[config.mk]
export PLATFORM = sky130hd
export DESIGN_NAME = tpm_timer
export DESIGN_NICKNAME = d
export VERILOG_FILES = /design/src/inc/tpm_pkg.sv /design/src/core/tpm_prescaler.sv /design/src/core/tpm_timer.sv
export VERILOG_INCLUDE_DIRS = /design/src /design/src/inc
export SDC_FILE = /design/constraint.sdc
export NUM_CORES = 1
export LEC_CHECK = 0
export BUFFER_PORTS_ARGS = -buffer_cell sky130_fd_sc_hd__buf_2
export CAP_MARGIN = 20
export CORE_UTILIZATION = 56
export CTS_BUF_LIST = sky130_fd_sc_hd__clkbuf_2
export CTS_CLUSTER_DIAMETER = 200
export DETAILED_ROUTE_END_ITERATION = 6
export GPL_ROUTABILITY_DRIVEN = 0
export HOLD_SLACK_MARGIN = 0.06
export PLACE_DENSITY = 0.8
export SYNTH_ARGS = -nofsm -noshare
export SYNTH_HDL_FRONTEND = slang
export SYNTH_SLANG_ARGS = --single-unit
[constraint.sdc]
create_clock -name clk -period 3.23 [get_ports clk]
set_clock_uncertainty 0.2 [all_clocks]
set_input_delay 0.323 -clock clk [delete_from_list [all_inputs] [get_ports clk]]
set_output_delay 0.323 -clock clk [all_outputs]
set_load 0.05 [all_outputs]
[src/inc/tpm_defs.svh]
// Register offsets, field positions, reset values and counts of the timer block.
// How it works
// - Direction bit 0 drives pin, 1 floats.
// - Reset sets every direction bit to one.
// - Interval match clears counter and raises request.
// - Match interval is compare value plus one.
// - Overflow flag only when counter can wrap.
// - Two low prescaler bits pick count clock.
// - Edge codes: falling, rising, prohibited, both.
// - Pulse mode: period and width registers shape output.
// - Period N plus one; duty (M+1)/(N+1).
// - Measure by free-running count or restart.
// - Capture only after valid level seen twice.
// - Input A edge captures counter into width register.
`ifndef TPM_DEFS_SVH
`define TPM_DEFS_SVH
`define TPM_OFF_DIR 8'h00
`define TPM_OFF_LATCH 8'h04
`define TPM_OFF_MODE 8'h08
`define TPM_OFF_CCC 8'h0C
`define TPM_OFF_TOC 8'h10
`define TPM_OFF_PRM 8'h14
`define TPM_OFF_PERIOD 8'h18
`define TPM_OFF_WIDTH 8'h1C
`define TPM_OFF_COUNT 8'h20
`define TPM_OFF_STATUS 8'h24
`define TPM_RST_DIR 8'hFF
`define TPM_RST_BYTE 8'h00
`define TPM_RST_CMP 16'h0000
`define TPM_RST_TOUT 1'b1
`define TPM_CCC_PCAP 0
`define TPM_CCC_PSRC 1
`define TPM_CCC_WCAP 2
`define TPM_TOC_EN 0
`define TPM_TOC_PTOG 1
`define TPM_TOC_WTOG 4
`define TPM_PRM_CLK 1:0
`define TPM_PRM_EA 5:4
`define TPM_PRM_EB 7:6
`define TPM_ST_OVF 0
`define TPM_ST_PM 1
`define TPM_ST_WM 2
`define TPM_PIN_A 0
`define TPM_PIN_B 1
`define TPM_DIV4_LAST 8'h03
`define TPM_DIV256_LAST 8'hFF
`define TPM_CNT_MAX 16'hFFFF
`define TPM_RESP_OKAY 2'b00
`define TPM_RESP_SLVERR 2'b10
`endif

[src/inc/tpm_pkg.sv]
// Types shared by the timer block.
package tpm_pkg;
   typedef enum logic [1:0] {
      TPM_STOP = 2'b00,
      TPM_FREE = 2'b01,
      TPM_RESTART = 2'b10,
      TPM_CLEAR = 2'b11
   } tpm_mode_type;
   typedef enum logic [1:0] {
      TPM_CLK_FX = 2'b00,
      TPM_CLK_DIV4 = 2'b01,
      TPM_CLK_DIV256 = 2'b10,
      TPM_CLK_EDGE = 2'b11
   } tpm_clk_type;
   typedef enum logic [1:0] {
      TPM_EDGE_FALL = 2'b00,
      TPM_EDGE_RISE = 2'b01,
      TPM_EDGE_NONE = 2'b10,
      TPM_EDGE_BOTH = 2'b11
   } tpm_edge_type;
endpackage : tpm_pkg

[src/core/tpm_prescaler.sv]
// Prescaler that turns the system clock into count clock enables.
`timescale 1ns/10ps
`default_nettype none
`include "tpm_defs.svh"
module tpm_prescaler
   import tpm_pkg::*;
(
   input wire logic clk,
   input wire logic resetn,
   input wire logic run,
   input wire logic [1:0] clk_sel,
   output logic div_tick
);
   logic [7:0] div_cnt;
   logic [7:0] next_div_cnt;
   logic next_div_tick;

   always_comb begin
      next_div_cnt = run ? div_cnt + 8'h01 : 8'h00;
      next_div_tick = 1'b0;
      if (run) begin
         case (tpm_clk_type'(clk_sel))
            TPM_CLK_FX: next_div_tick = 1'b1;
            TPM_CLK_DIV4: next_div_tick = (div_cnt[1:0] == `TPM_DIV4_LAST);
            TPM_CLK_DIV256: next_div_tick = (div_cnt == `TPM_DIV256_LAST);
            default: next_div_tick = 1'b0;
         endcase
      end
   end

   always_ff @(posedge clk) begin
      if (!resetn) begin
         div_cnt <= 8'h00;
         div_tick <= 1'b0;
      end else begin
         div_cnt <= next_div_cnt;
         div_tick <= next_div_tick;
      end
   end
endmodule : tpm_prescaler
`default_nettype wire

[src/core/tpm_timer.sv]
// Sixteen-bit timer with interval, pulse generator and capture modes behind AXI4-Lite.
//
// Our own choices: the address map and the AXI4-Lite slave port.
`timescale 1ns/10ps
`default_nettype none
`include "tpm_defs.svh"
module tpm_timer
   import tpm_pkg::*;
(
   input wire logic clk,
   input wire logic resetn,
   input wire logic [31:0] s_axi_awaddr,
   input wire logic s_axi_awvalid,
   output logic s_axi_awready,
   input wire logic [31:0] s_axi_wdata,
   input wire logic [3:0] s_axi_wstrb,
   input wire logic s_axi_wvalid,
   output logic s_axi_wready,
   output logic [1:0] s_axi_bresp,
   output logic s_axi_bvalid,
   input wire logic s_axi_bready,
   input wire logic [31:0] s_axi_araddr,
   input wire logic s_axi_arvalid,
   output logic s_axi_arready,
   output logic [31:0] s_axi_rdata,
   output logic [1:0] s_axi_rresp,
   output logic s_axi_rvalid,
   input wire logic s_axi_rready,
   input wire logic [7:0] port_in,
   output logic [7:0] port_out,
   output logic [7:0] port_oe_n,
   output logic period_match_irq,
   output logic width_match_irq
);
   ////////////////////////////////////////////////////////////////////////////////
   function automatic logic [31:0] tpm_merge(input logic [31:0] old,
                                             input logic [31:0] nw,
                                             input logic [3:0] strb);
      logic [31:0] r;
      r = old;
      for (int i = 0; i < 4; i++) begin
         if (strb[i]) begin
            r[8*i +: 8] = nw[8*i +: 8];
         end
      end
      return r;
   endfunction : tpm_merge

   function automatic logic tpm_edge_ok(input logic [1:0] sel, input logic rise);
      logic ok;
      case (tpm_edge_type'(sel))
         TPM_EDGE_FALL: ok = !rise;
         TPM_EDGE_RISE: ok = rise;
         TPM_EDGE_BOTH: ok = 1'b1;
         default: ok = 1'b0;
      endcase
      return ok;
   endfunction : tpm_edge_ok

   ////////////////////////////////////////////////////////////////////////////////
   logic aw_held;
   logic [7:0] aw_addr;
   logic w_held;
   logic [31:0] w_data;
   logic [3:0] w_strb;
   logic next_aw_held;
   logic [7:0] next_aw_addr;
   logic next_w_held;
   logic [31:0] next_w_data;
   logic [3:0] next_w_strb;
   logic next_bvalid;
   logic [1:0] next_bresp;
   logic next_rvalid;
   logic [31:0] next_rdata;
   logic [1:0] next_rresp;
   logic do_write;

   logic [7:0] dir;
   logic [7:0] latch;
   logic [1:0] mode;
   logic [2:0] ccc;
   logic [7:0] toc;
   logic [7:0] prm;
   logic [15:0] period;
   logic [15:0] width;
   logic [2:0] status;
   logic [15:0] count;
   logic tout;
   logic [7:0] next_dir;
   logic [7:0] next_latch;
   logic [1:0] next_mode;
   logic [2:0] next_ccc;
   logic [7:0] next_toc;
   logic [7:0] next_prm;
   logic [15:0] next_period;
   logic [15:0] next_width;
   logic [2:0] next_status;
   logic [15:0] next_count;
   logic next_tout;
   logic [7:0] next_port_out;
   logic next_pm_irq;
   logic next_wm_irq;

   logic [1:0] hist;
   logic [1:0] lvl;
   logic [1:0] next_hist;
   logic [1:0] next_lvl;
   logic [1:0] edge_seen;
   logic running;
   logic div_tick;
   logic sample_en;
   logic cnt_en;
   logic cap_a;
   logic cap_p;
   logic pmatch;
   logic wmatch;
   logic clear;
   logic ovf_ev;
   logic [31:0] wr_word;

   ////////////////////////////////////////////////////////////////////////////////
   // Its own channel must be empty and no response pending before a new address or data is taken, so a write
   // never overtakes its own response.
   assign s_axi_awready = !aw_held && !s_axi_bvalid;
   assign s_axi_wready = !w_held && !s_axi_bvalid;
   assign s_axi_arready = !s_axi_rvalid;
   assign do_write = aw_held && w_held && !s_axi_bvalid;

   always_comb begin
      next_aw_held = aw_held;
      next_aw_addr = aw_addr;
      next_w_held = w_held;
      next_w_data = w_data;
      next_w_strb = w_strb;
      next_bvalid = s_axi_bvalid && !s_axi_bready;
      next_bresp = s_axi_bresp;
      next_rvalid = s_axi_rvalid && !s_axi_rready;
      next_rdata = s_axi_rdata;
      next_rresp = s_axi_rresp;
      if (s_axi_awvalid && s_axi_awready) begin
         next_aw_held = 1'b1;
         next_aw_addr = s_axi_awaddr[7:0];
      end
      if (s_axi_wvalid && s_axi_wready) begin
         next_w_held = 1'b1;
         next_w_data = s_axi_wdata;
         next_w_strb = s_axi_wstrb;
      end
      if (do_write) begin
         next_aw_held = 1'b0;
         next_w_held = 1'b0;
         next_bvalid = 1'b1;
         next_bresp = (aw_addr[1:0] == 2'b00 && aw_addr <= `TPM_OFF_STATUS &&
                       aw_addr != `TPM_OFF_COUNT) ? `TPM_RESP_OKAY : `TPM_RESP_SLVERR;
      end
      if (s_axi_arvalid && s_axi_arready) begin
         next_rvalid = 1'b1;
         next_rresp = `TPM_RESP_OKAY;
         case (s_axi_araddr[7:0])
            `TPM_OFF_DIR: next_rdata = {24'h000000, dir};
            `TPM_OFF_LATCH: next_rdata = {24'h000000, latch};
            `TPM_OFF_MODE: next_rdata = {30'h00000000, mode};
            `TPM_OFF_CCC: next_rdata = {29'h00000000, ccc};
            `TPM_OFF_TOC: next_rdata = {24'h000000, toc};
            `TPM_OFF_PRM: next_rdata = {24'h000000, prm};
            `TPM_OFF_PERIOD: next_rdata = {16'h0000, period};
            `TPM_OFF_WIDTH: next_rdata = {16'h0000, width};
            `TPM_OFF_COUNT: next_rdata = {16'h0000, count};
            `TPM_OFF_STATUS: next_rdata = {29'h00000000, status};
            default: begin
               next_rdata = 32'h00000000;
               next_rresp = `TPM_RESP_SLVERR;
            end
         endcase
      end
   end

   always_ff @(posedge clk) begin
      if (!resetn) begin
         aw_held <= 1'b0;
         aw_addr <= 8'h00;
         w_held <= 1'b0;
         w_data <= 32'h00000000;
         w_strb <= 4'h0;
         s_axi_bvalid <= 1'b0;
         s_axi_bresp <= `TPM_RESP_OKAY;
         s_axi_rvalid <= 1'b0;
         s_axi_rdata <= 32'h00000000;
         s_axi_rresp <= `TPM_RESP_OKAY;
      end else begin
         aw_held <= next_aw_held;
         aw_addr <= next_aw_addr;
         w_held <= next_w_held;
         w_data <= next_w_data;
         w_strb <= next_w_strb;
         s_axi_bvalid <= next_bvalid;
         s_axi_bresp <= next_bresp;
         s_axi_rvalid <= next_rvalid;
         s_axi_rdata <= next_rdata;
         s_axi_rresp <= next_rresp;
      end
   end

   ////////////////////////////////////////////////////////////////////////////////
   assign running = (tpm_mode_type'(mode) != TPM_STOP);

   tpm_prescaler u_prescaler (
      .clk(clk),
      .resetn(resetn),
      .run(running),
      .clk_sel(prm[`TPM_PRM_CLK]),
      .div_tick(div_tick)
   );

   // With an edge as count clock the inputs are sampled at the full clock rate.
   assign sample_en = (tpm_clk_type'(prm[`TPM_PRM_CLK]) == TPM_CLK_EDGE) ? running : div_tick;

   always_comb begin
      next_hist = hist;
      next_lvl = lvl;
      edge_seen = 2'b00;
      for (int i = 0; i < 2; i++) begin
         if (!running) begin
            // A level already present at restart must not count as an edge.
            next_hist[i] = port_in[i];
            next_lvl[i] = port_in[i];
         end else if (sample_en) begin
            next_hist[i] = port_in[i];
            if (port_in[i] == hist[i] && port_in[i] != lvl[i]) begin
               next_lvl[i] = port_in[i];
               edge_seen[i] = 1'b1;
            end
         end
      end
   end

   always_comb begin
      cap_a = edge_seen[`TPM_PIN_A] && ccc[`TPM_CCC_WCAP] &&
              tpm_edge_ok(prm[`TPM_PRM_EA], next_lvl[`TPM_PIN_A]);
      if (ccc[`TPM_CCC_PSRC]) begin
         cap_p = edge_seen[`TPM_PIN_A] && ccc[`TPM_CCC_PCAP] &&
                 tpm_edge_ok({prm[5], ~prm[4]}, next_lvl[`TPM_PIN_A]);
      end else begin
         cap_p = edge_seen[`TPM_PIN_B] && ccc[`TPM_CCC_PCAP] &&
                 tpm_edge_ok(prm[`TPM_PRM_EB], next_lvl[`TPM_PIN_B]);
      end
      if (tpm_clk_type'(prm[`TPM_PRM_CLK]) == TPM_CLK_EDGE) begin
         cnt_en = edge_seen[`TPM_PIN_A] &&
                  tpm_edge_ok(prm[`TPM_PRM_EA], next_lvl[`TPM_PIN_A]);
      end else begin
         cnt_en = div_tick;
      end
      cnt_en = cnt_en && running;
      pmatch = cnt_en && !ccc[`TPM_CCC_PCAP] && (count == period);
      wmatch = cnt_en && !ccc[`TPM_CCC_WCAP] && (count == width);
      clear = (tpm_mode_type'(mode) == TPM_CLEAR && pmatch) ||
              (tpm_mode_type'(mode) == TPM_RESTART && cap_a);
      // In clear mode without period capture, only a full-range period lets the counter reach the top and wrap.
      ovf_ev = cnt_en && (count == `TPM_CNT_MAX);
   end

   ////////////////////////////////////////////////////////////////////////////////
   always_comb begin
      wr_word = 32'h00000000;
      next_dir = dir;
      next_latch = latch;
      next_mode = mode;
      next_ccc = ccc;
      next_toc = toc;
      next_prm = prm;
      next_period = period;
      next_width = width;
      next_status = status;
      next_count = count;
      next_tout = tout;
      if (do_write) begin
         case (aw_addr)
            `TPM_OFF_DIR: begin
               wr_word = tpm_merge({24'h000000, dir}, w_data, w_strb);
               next_dir = wr_word[7:0];
            end
            `TPM_OFF_LATCH: begin
               wr_word = tpm_merge({24'h000000, latch}, w_data, w_strb);
               next_latch = wr_word[7:0];
            end
            `TPM_OFF_MODE: begin
               wr_word = tpm_merge({30'h00000000, mode}, w_data, w_strb);
               next_mode = wr_word[1:0];
            end
            `TPM_OFF_CCC: begin
               wr_word = tpm_merge({29'h00000000, ccc}, w_data, w_strb);
               next_ccc = wr_word[2:0];
            end
            `TPM_OFF_TOC: begin
               wr_word = tpm_merge({24'h000000, toc}, w_data, w_strb);
               next_toc = wr_word[7:0];
            end
            `TPM_OFF_PRM: begin
               wr_word = tpm_merge({24'h000000, prm}, w_data, w_strb);
               next_prm = wr_word[7:0];
            end
            `TPM_OFF_PERIOD: begin
               wr_word = tpm_merge({16'h0000, period}, w_data, w_strb);
               next_period = wr_word[15:0];
            end
            `TPM_OFF_WIDTH: begin
               wr_word = tpm_merge({16'h0000, width}, w_data, w_strb);
               next_width = wr_word[15:0];
            end
            `TPM_OFF_STATUS: begin
               wr_word = tpm_merge(32'h00000000, w_data, w_strb);
               next_status = status & ~wr_word[2:0];
            end
            default: wr_word = 32'h00000000;
         endcase
      end
      // Captures win over a software write in the same cycle.
      if (cap_p) begin
         next_period = count;
      end
      if (cap_a) begin
         next_width = count;
      end
      if (ovf_ev) begin
         next_status[`TPM_ST_OVF] = 1'b1;
      end
      if (pmatch || cap_p) begin
         next_status[`TPM_ST_PM] = 1'b1;
      end
      if (wmatch || cap_a) begin
         next_status[`TPM_ST_WM] = 1'b1;
      end
      if (!running) begin
         next_count = 16'h0000;
         next_tout = `TPM_RST_TOUT;
      end else begin
         if (clear) begin
            next_count = 16'h0000;
         end else if (cnt_en) begin
            next_count = count + 16'h0001;
         end
         // High for width plus one counts, low for the rest of the period.
         if (toc[`TPM_TOC_EN] && toc[`TPM_TOC_WTOG] && wmatch) begin
            next_tout = !next_tout;
         end
         if (toc[`TPM_TOC_EN] && toc[`TPM_TOC_PTOG] && pmatch) begin
            next_tout = !next_tout;
         end
      end
      next_pm_irq = pmatch || cap_p;
      next_wm_irq = wmatch || cap_a;
      next_port_out = latch;
      next_port_out[`TPM_PIN_B] = latch[`TPM_PIN_B] | (toc[`TPM_TOC_EN] & tout);
   end

   always_ff @(posedge clk) begin
      if (!resetn) begin
         dir <= `TPM_RST_DIR;
         latch <= `TPM_RST_BYTE;
         mode <= TPM_STOP;
         ccc <= 3'h0;
         toc <= `TPM_RST_BYTE;
         prm <= `TPM_RST_BYTE;
         period <= `TPM_RST_CMP;
         width <= `TPM_RST_CMP;
         status <= 3'h0;
         count <= 16'h0000;
         tout <= `TPM_RST_TOUT;
         hist <= 2'b00;
         lvl <= 2'b00;
         port_out <= `TPM_RST_BYTE;
         port_oe_n <= `TPM_RST_DIR;
         period_match_irq <= 1'b0;
         width_match_irq <= 1'b0;
      end else begin
         dir <= next_dir;
         latch <= next_latch;
         mode <= next_mode;
         ccc <= next_ccc;
         toc <= next_toc;
         prm <= next_prm;
         period <= next_period;
         width <= next_width;
         status <= next_status;
         count <= next_count;
         tout <= next_tout;
         hist <= next_hist;
         lvl <= next_lvl;
         port_out <= next_port_out;
         port_oe_n <= next_dir;
         period_match_irq <= next_pm_irq;
         width_match_irq <= next_wm_irq;
      end
   end
endmodule : tpm_timer
`default_nettype wire

==> flow_metrics.tcl, run 1 <==
set metrics [dict create \
    run_status "finished with violations" \
    violations_in_the_final_reports "DRC" \
    dieWidth_um 119.3 \
    finalHoldViolations 0 \
    drc 25 \
    grt_start_max_net_pins 113 \
    setup_violations 0 \
    detailroute.via_count 8056 \
    power.leakage_uw 0.003989 \
    wl_met1_um 9599 \
    drt.antenna.violating_nets 0 \
    crit_path_cells "nor2_1 > and2_1 > nand2_1 > dlygate4sd3_1 > a21oi_1 > dlygate4sd3_1" \
    worst_setup_path_start_kind "flop" \
    dp_hpwl_um 14000 \
    dieArea_sq_um 14230 \
    layout.core_utilization 0.7185 \
    drtPass1Iterations 7 \
    synth_cells 911 \
    async_reset_ff_frac 0 \
    synth_compound_area_frac 0.1897 \
    slew_headroom 0.3689 \
    fin_crit_sh 0.9550 \
    postSynth.topFlopCell "sky130_fd_sc_hd__dfxtp_1" \
    syn-cell-area_sq_um 7705 \
    fp.coreArea_sq_um 13350 \
    design.portCount 174 \
    floorplan.initialDensity 0.5772 \
    synth-adder-area-share 0.003248 \
    yosysUniqueCellTypes 66 \
    area_added_between_synthesis_and_finish_pct 24.47 \
    die_h_um 119.3 \
    path_max_fanout 18 \
    vias_in_the_first_global_route 7760 \
    number_of_flops_mapped_to_enable_cells_by_yosys 0 \
    fmax_mhz 324.2 \
    overflow 0 \
    class_of_the_tightest_hold_or_removal_check "in -> reg" \
    grt_usage 0.3723 \
    dr.max_layer_used "met4" \
    report.final.slew_viol_count 0 \
    routed-wl-met3_um 2824 \
    first_iter_violations 953 \
    route.detailed.wl_per_inst_um 20.43 \
    critPathCaptureType "flop" \
    critical-path-max-stage-delay_ns 0.62 \
    yosys.area_share.xor_xnor 0.04547 \
    synth_top_family_by_area "simple AND/OR/NAND/NOR gates" \
    worst-endpoint-required_ns 3.80 \
    mean_instance_size_in_the_synthesized_netlist_sq_um 8.458 \
    post_layout_min_period_ns 3.085 \
    setup_repair_after_global_routing_missed_its_margin "no" \
    critical_path_buf_inv_count 2 \
    grt_antenna_before_repair 1 \
    kind_of_critical_path "reg -> reg" \
    worst-slew-pin-transition_ns 0.9466 \
    worst_path_most_repeated_cell "sky130_fd_sc_hd__dlygate4sd3_1" \
    finish.net_count 1194 \
    insertion_delay_ns 0.81 \
    met2RoutedLength_um 11750 \
    detail_route.wirelength_um 25890 \
    cts_inserted_buffers 17 \
    fin_tns_setup_ns 0 \
    max-cap-violations 0 \
    cp.arrival_ns 3.66 \
    clock_sink_count 160 \
    path_delay_family "buffers and inverters" \
    synth.mux.area_fraction 0.07535 \
    clkTransAtPathRegs_ns 0.28 \
    drive_gt1_frac 0.1468 \
    htree_levels 4 \
    wire_length_of_the_first_global_routing_pass_um 40880 \
    row_count 42 \
    peak_supply_drop_v 0.0003880 \
    sequential_to_total_area_share_from_yosys_stat 0.4157 \
    synth_simple_gate_area_frac 0.2090 \
    critical_path.slowest_cell "sky130_fd_sc_hd__dlygate4sd3_1" \
    fillers 941 \
    tritoncts "done" \
    via_count_normalized_by_instance_count 6.358 \
    power_per_cell_area_nw_per_um2 383.6 \
    count_of_port_buffers_added_during_placement 83 \
    post_layout_total_power_uw 3679 \
    postSynthRegisterBits 160 \
    yosys_warnings 0 \
    clockBufferDepth 2 \
    cts-root-buf "sky130_fd_sc_hd__clkbuf_2" \
]
[cell families after synthesis]
| kind of cell | count (synthesis) |
|---|---|
| xor+xnor | 40 |
| other cells | 1 |
| buf+inv | 102 |
| fa+ha+maj | 2 |
| flops | 160 |
| mux | 55 |
| simple gates | 333 |
| compound gates | 218 |
[sequential cells by signal, summed over array words and instances, names as in the netlist, 3 cells and up]
register	flops
u_prescaler.div_cnt	8
width	16
aw_addr	8
port_out	8
status	3
dir	8
s_axi_rdata	16
count	16
latch	8
prm	8
period	16
ccc	3
toc	8
w_data	16
[worst reg2reg max path: stages (launching register included)]
cell	delay, ns
sky130_fd_sc_hd__dfxtp_1	0.45
sky130_fd_sc_hd__nor2_1	0.27
sky130_fd_sc_hd__and2_1	0.60
sky130_fd_sc_hd__nand2_1	0.17
sky130_fd_sc_hd__dlygate4sd3_1	0.62
sky130_fd_sc_hd__a21oi_1	0.17
sky130_fd_sc_hd__dlygate4sd3_1	0.58
[timing repair]
item / CTS / global route
resized for setup: 0 / 0
hold buffers: 111 / 0
hold endpoints to repair: 76 / 0
setup buffers: 0 / 0
[cell usage in the layout (no fill, tap or decap), drive strengths merged, types with 6 or more instances in the layout]
master	n
a211oi	23
a21oi	96
a222oi	13
a22oi	14
a311oi	15
and2	14
and3	10
buf	108
clkbuf	17
conb	18
dfxtp	160
dlygate4sd3	111
inv	20
mux2i	49
nand2	105
nand3	55
nand3b	6
nand4	9
nor2	83
nor3	7
nor4	7
o21ai	16
o31ai	8
or3	9
or4	8
xnor2	19
xor2	21
[where the power goes]
group	internal (uW)	switching (uW)	leakage [uW]	total [uW]
Clock	384	804	0.000151	1190
Combinational	175	247	0.00254	422
Sequential	2010	57.1	0.00129	2070
[routing by layer]
metal  vias to the layer above  GRT usage
li1                       3590          -
met5                         -          0
met2                       572     0.5785
met3                       174    0.09914
met1                      3720     0.4497
met4                         0     0.2531
[path summary, 6_finish.rpt]
check	slack (ns)	to	cells past startpoint	start
worst min register to register	0.26	u_prescaler.div_cnt[0]	1	u_prescaler.div_cnt[0]
worst max register to register	0.15	w_data[5]	6	s_axi_bvalid
worst min-delay path	0.14	s_axi_rdata[1]	7	s_axi_araddr[7]
worst max-delay path	0.15	w_data[5]	6	s_axi_bvalid
[layout make-up]
type	instances	area, sq um	share of cell area
inverter	13	50.05	0.005219
multi-input combinational	666	4123	0.4299
antenna	1	2.502	0.0002609
timing repair buffer	219	1734	0.1808
tap	176	220.2	0.02296
clock inverter	15	172.7	0.01800
sequential	160	3203	0.3340
clock buffer	17	85.08	0.008871
[Yosys cell counts (all sizes together), types with 3 or more instances]
cell    instances  area (sq um)
a311oi         15         131.4
clkbuf         64         240.2
nand4           9         56.30
o31ai           8         73.82
nor2           83         311.6
or4             8         71.32
nor4            7         50.05
xor2           21         183.9
o21ai          16         80.08
dfxtp         160          3203
a21o            5         37.54
nand3          55         275.3
a31oi           3         18.77
buf            25         181.4
or3             9         56.30
o22a            4         35.03
mux2i          49         490.5
mux2            4         45.04
a222oi         13         130.1
a21oi          96         491.7
and3           10         62.56
nand3b          6         45.04
xnor2          19         166.4
nor4b           5         43.79
nand2b          3         18.77
nor3            7         35.03
and2           14         87.58
a22oi          14         105.1
inv            13         48.80
a211oi         23         177.7
nand2         105         394.1
[through the flow]
| step | hold WS [ns] | cells | setup WS, ns | instance area, sq um |
|---|---|---|---|---|
| after CTS | 0.08823 | 1265 | 0.3690 | 9560 |
| after global routing | 0.1141 | 1267 | 0.1234 | 9590 |
| after global placement | 0.2274 | 1122 | 0.4151 | 8192 |
| after floorplan | 0.2132 | 928 | 0.7463 | 7769 |
| final | 0.1393 | 1267 | 0.1453 | 9590 |
| after detailed placement | 0.2325 | 1122 | 0.3593 | 8192 |
No activity file was read; power rests on OpenSTA's default activity.
==> run 2: changes to the inputs <==
--- a/config.mk
+++ b/config.mk
@@ -6,6 +6,7 @@
 export SDC_FILE = /design/constraint.sdc
 export NUM_CORES = 1
 export LEC_CHECK = 0
+export ABC_AREA = 1
 export BUFFER_PORTS_ARGS = -buffer_cell sky130_fd_sc_hd__buf_2
 export CAP_MARGIN = 20
 export CORE_UTILIZATION = 56
==> run 2 against run 1 <==
- the run now ends clean
- final cell count grew 14%
- count of clock-buffer cells in the layout grew 1
- largest power group unchanged
- highest routed layer unchanged
- critical endpoint is now s_axi_rdata[3]
- combinational power shrank 5.9%
==> flow_metrics.tcl, run 2 <==
set metrics [dict create \
    detail_route.wirelength_um 23260 \
    post_layout_min_period_ns 2.691 \
    mean_instance_size_in_the_synthesized_netlist_sq_um 6.998 \
    post_synth_main_area_contributors "sky130_fd_sc_hd__dfxtp_1, sky130_fd_sc_hd__nand2_1, sky130_fd_sc_hd__o21ai_0, sky130_fd_sc_hd__inv_1, sky130_fd_sc_hd__a21oi_1" \
    post_layout_total_power_uw 3509 \
    peak_supply_drop_v 0.0002853 \
    cts-root-buf "sky130_fd_sc_hd__clkbuf_2" \
    route.detailed.wl_per_inst_um 16.06 \
    layout_setup_ws_ns 0.5394 \
    kind_of_critical_path "in -> reg" \
    rr_startpoint "s_axi_bvalid" \
    syn-cell-area_sq_um 7761 \
    yosysMostFrequentCell "sky130_fd_sc_hd__nand2_1" \
    max-cap-violations 0 \
    fp.coreArea_sq_um 13400 \
    dieWidth_um 119.7 \
    detailroute.via_count 8156 \
    first_iter_violations 1026 \
    wl_met1_um 9885 \
    dieArea_sq_um 14330 \
    post_cts.repair.setup_buffers 0 \
    area_added_between_synthesis_and_finish_pct 18.60 \
    finish.net_count 1375 \
    setup_violations 0 \
    critical_path_buf_inv_count 4 \
    layout.core_utilization 0.6869 \
    worst-slew-pin-transition_ns 1.021 \
    path_max_fanout 5 \
    worst_setup_slack_for_register_to_register_paths_ns 0.56 \
    slew_headroom 0.3175 \
    synth_top_area_share 0.4127 \
    insertion_delay_ns 0.77 \
    drtPass1Iterations 6 \
    count_of_port_buffers_added_during_placement 83 \
    worst_r2r_dst "aw_addr[4]" \
    htree_levels 4 \
    die_h_um 119.7 \
    setup_repair_after_global_routing_missed_its_margin "no" \
    synthTopCellsByCount "sky130_fd_sc_hd__nand2_1, sky130_fd_sc_hd__dfxtp_1, sky130_fd_sc_hd__inv_1" \
    cts_hold_buf 68 \
    async_reset_ff_frac 0 \
    post-synth-top-area-cell "sky130_fd_sc_hd__dfxtp_1" \
    worstHoldEndpoint "s_axi_rdata[1]" \
    clockBufferDepth 2 \
    vias_in_the_first_global_route 7220 \
    row_count 42 \
    drc 0 \
    postSynthRegisterBits 160 \
    grt_start_max_net_pins 61 \
    grt_usage 0.3357 \
    dpl_worst_slack_ns 0.5516 \
    fmax_mhz 371.7 \
    post_cts_resized 0 \
    grt_antenna_before_repair 1 \
    yosysUniqueCellTypes 45 \
    sequential_to_total_area_share_from_yosys_stat 0.4127 \
    number_of_flops_mapped_to_enable_cells_by_yosys 0 \
    fillers 1135 \
    report.final.slew_viol_count 0 \
    drive_gt1_frac 0.1259 \
    fin_crit_sh 0.8330 \
    floorplan.initialDensity 0.5792 \
    run_status "finished clean" \
    critPathCaptureType "flop" \
    hold_start "s_axi_araddr[1]" \
    ff2ff_path_depth 6 \
    overflow 0 \
    drt.antenna.violating_nets 0 \
    routed-wl-met3_um 2414 \
    worst-endpoint-required_ns 3.74 \
    placed_cells_incl_taps 1347 \
    holdPathStages 7 \
    via_count_normalized_by_instance_count 5.633 \
    final_cell_mix "sky130_fd_sc_hd__nand2_1, sky130_fd_sc_hd__dfxtp_1, sky130_fd_sc_hd__inv_1, sky130_fd_sc_hd__o21ai_0, sky130_fd_sc_hd__a21oi_1" \
    yosys_warnings 0 \
    critical-path-max-stage-delay_ns 0.60 \
    design.portCount 174 \
    clkTransAtPathRegs_ns 0.23 \
    cp.arrival_ns 3.20 \
    cts_inserted_buffers 17 \
    critical_path.slowest_cell "sky130_fd_sc_hd__dlygate4sd3_1" \
    dr.max_layer_used "met4" \
    power.leakage_uw 0.003755 \
    worst_path_most_repeated_cell "sky130_fd_sc_hd__dlygate4sd3_1" \
    synth_cells 1109 \
    finalHoldViolations 0 \
    tritoncts "done" \
    power_per_cell_area_nw_per_um2 381.2 \
    wire_length_of_the_first_global_routing_pass_um 37280 \
    path_delay_family "buffers and inverters" \
    post_layout_nonfiller_instances 1448 \
    postSynth.topFlopCell "sky130_fd_sc_hd__dfxtp_1" \
    met2RoutedLength_um 10250 \
    dp_hpwl_um 15320 \
    crit_path_cells "dlygate4sd3_1 > buf_2 > or2_2 > dlygate4sd3_1 > nor4_1 > dlygate4sd3_1 > nor2_1 > a21oi_1 > o21ai_0 > a21oi_1" \
    class_of_the_tightest_hold_or_removal_check "in -> reg" \
    final_common_cell "sky130_fd_sc_hd__nand2_1" \
    worst_setup_path_start_kind "input pin" \
    clock_sink_count 160 \
    fin_tns_setup_ns 0 \
]
[run 2: worst min-delay path, stage by stage]
cell and delay (ns):
sky130_fd_sc_hd__buf_2 0.08, sky130_fd_sc_hd__or2_2 0.16, sky130_fd_sc_hd__nor3_1 0.10, sky130_fd_sc_hd__a31oi_1 0.17, sky130_fd_sc_hd__nand4_1 0.11, sky130_fd_sc_hd__nand2_1 0.09, sky130_fd_sc_hd__a21oi_1 0.05
[run 2: routing by layer]
metal / vias to the layer above / track usage
met5: - / 0
met4: 0 / 0.1422
met3: 66 / 0.06844
met2: 466 / 0.5177
met1: 3681 / 0.4554
li1: 3943 / -
[run 2: how the worst max path moves through the flow]
stage                               start        endpoint  cells past startpoint
after detailed placement  s_axi_araddr[1]  s_axi_rdata[3]                      9
after global placement    s_axi_araddr[1]  s_axi_rdata[3]                      9
after global routing             count[9]        count[5]                     11
final                     s_axi_araddr[0]  s_axi_rdata[3]                     10
after CTS                         mode[0]       period[9]                     14
after floorplan              s_axi_bvalid      w_data[14]                      5
[run 2: cell type report]
type	instances	area (sq um)	share of cell area
Antenna cell	1	2.502	0.0002718
Clock buffer	18	90.09	0.009787
Clock inverter	14	130.1	0.01414
Inverter	147	551.8	0.05994
Multi-Input combinational cell	763	3776	0.4102
Sequential cell	160	3203	0.3480
Tap cell	176	220.2	0.02392
Timing Repair Buffer	169	1231	0.1338
[run 2: report_power, final]
group / switching (uW) / leakage [uW] / internal (uW)
Sequential: 26.6 / 0.00130 / 2020
Clock: 772 / 0.000127 / 292
Combinational: 265 / 0.00233 / 131
[run 2: cell families after synthesis]
logic type               share of synthesized area
AO/OA/AOI/OAI                               0.2152
other                                    0.0004832
AND/OR/NAND/NOR                             0.2312
adder cells (fa/ha/maj)                   0.003224
XOR/XNOR                                   0.02821
flip-flops                                  0.4127
buffers and inverters                       0.1090
[run 2: through the flow]
step / cell area (sq um) / hold slack (ns)
global route: 9205 / 0.1424
floorplan: 7825 / 0.2179
finish: 9205 / 0.1701
global placement: 8302 / 0.2328
CTS: 9203 / 0.06922
detailed placement: 8302 / 0.2409
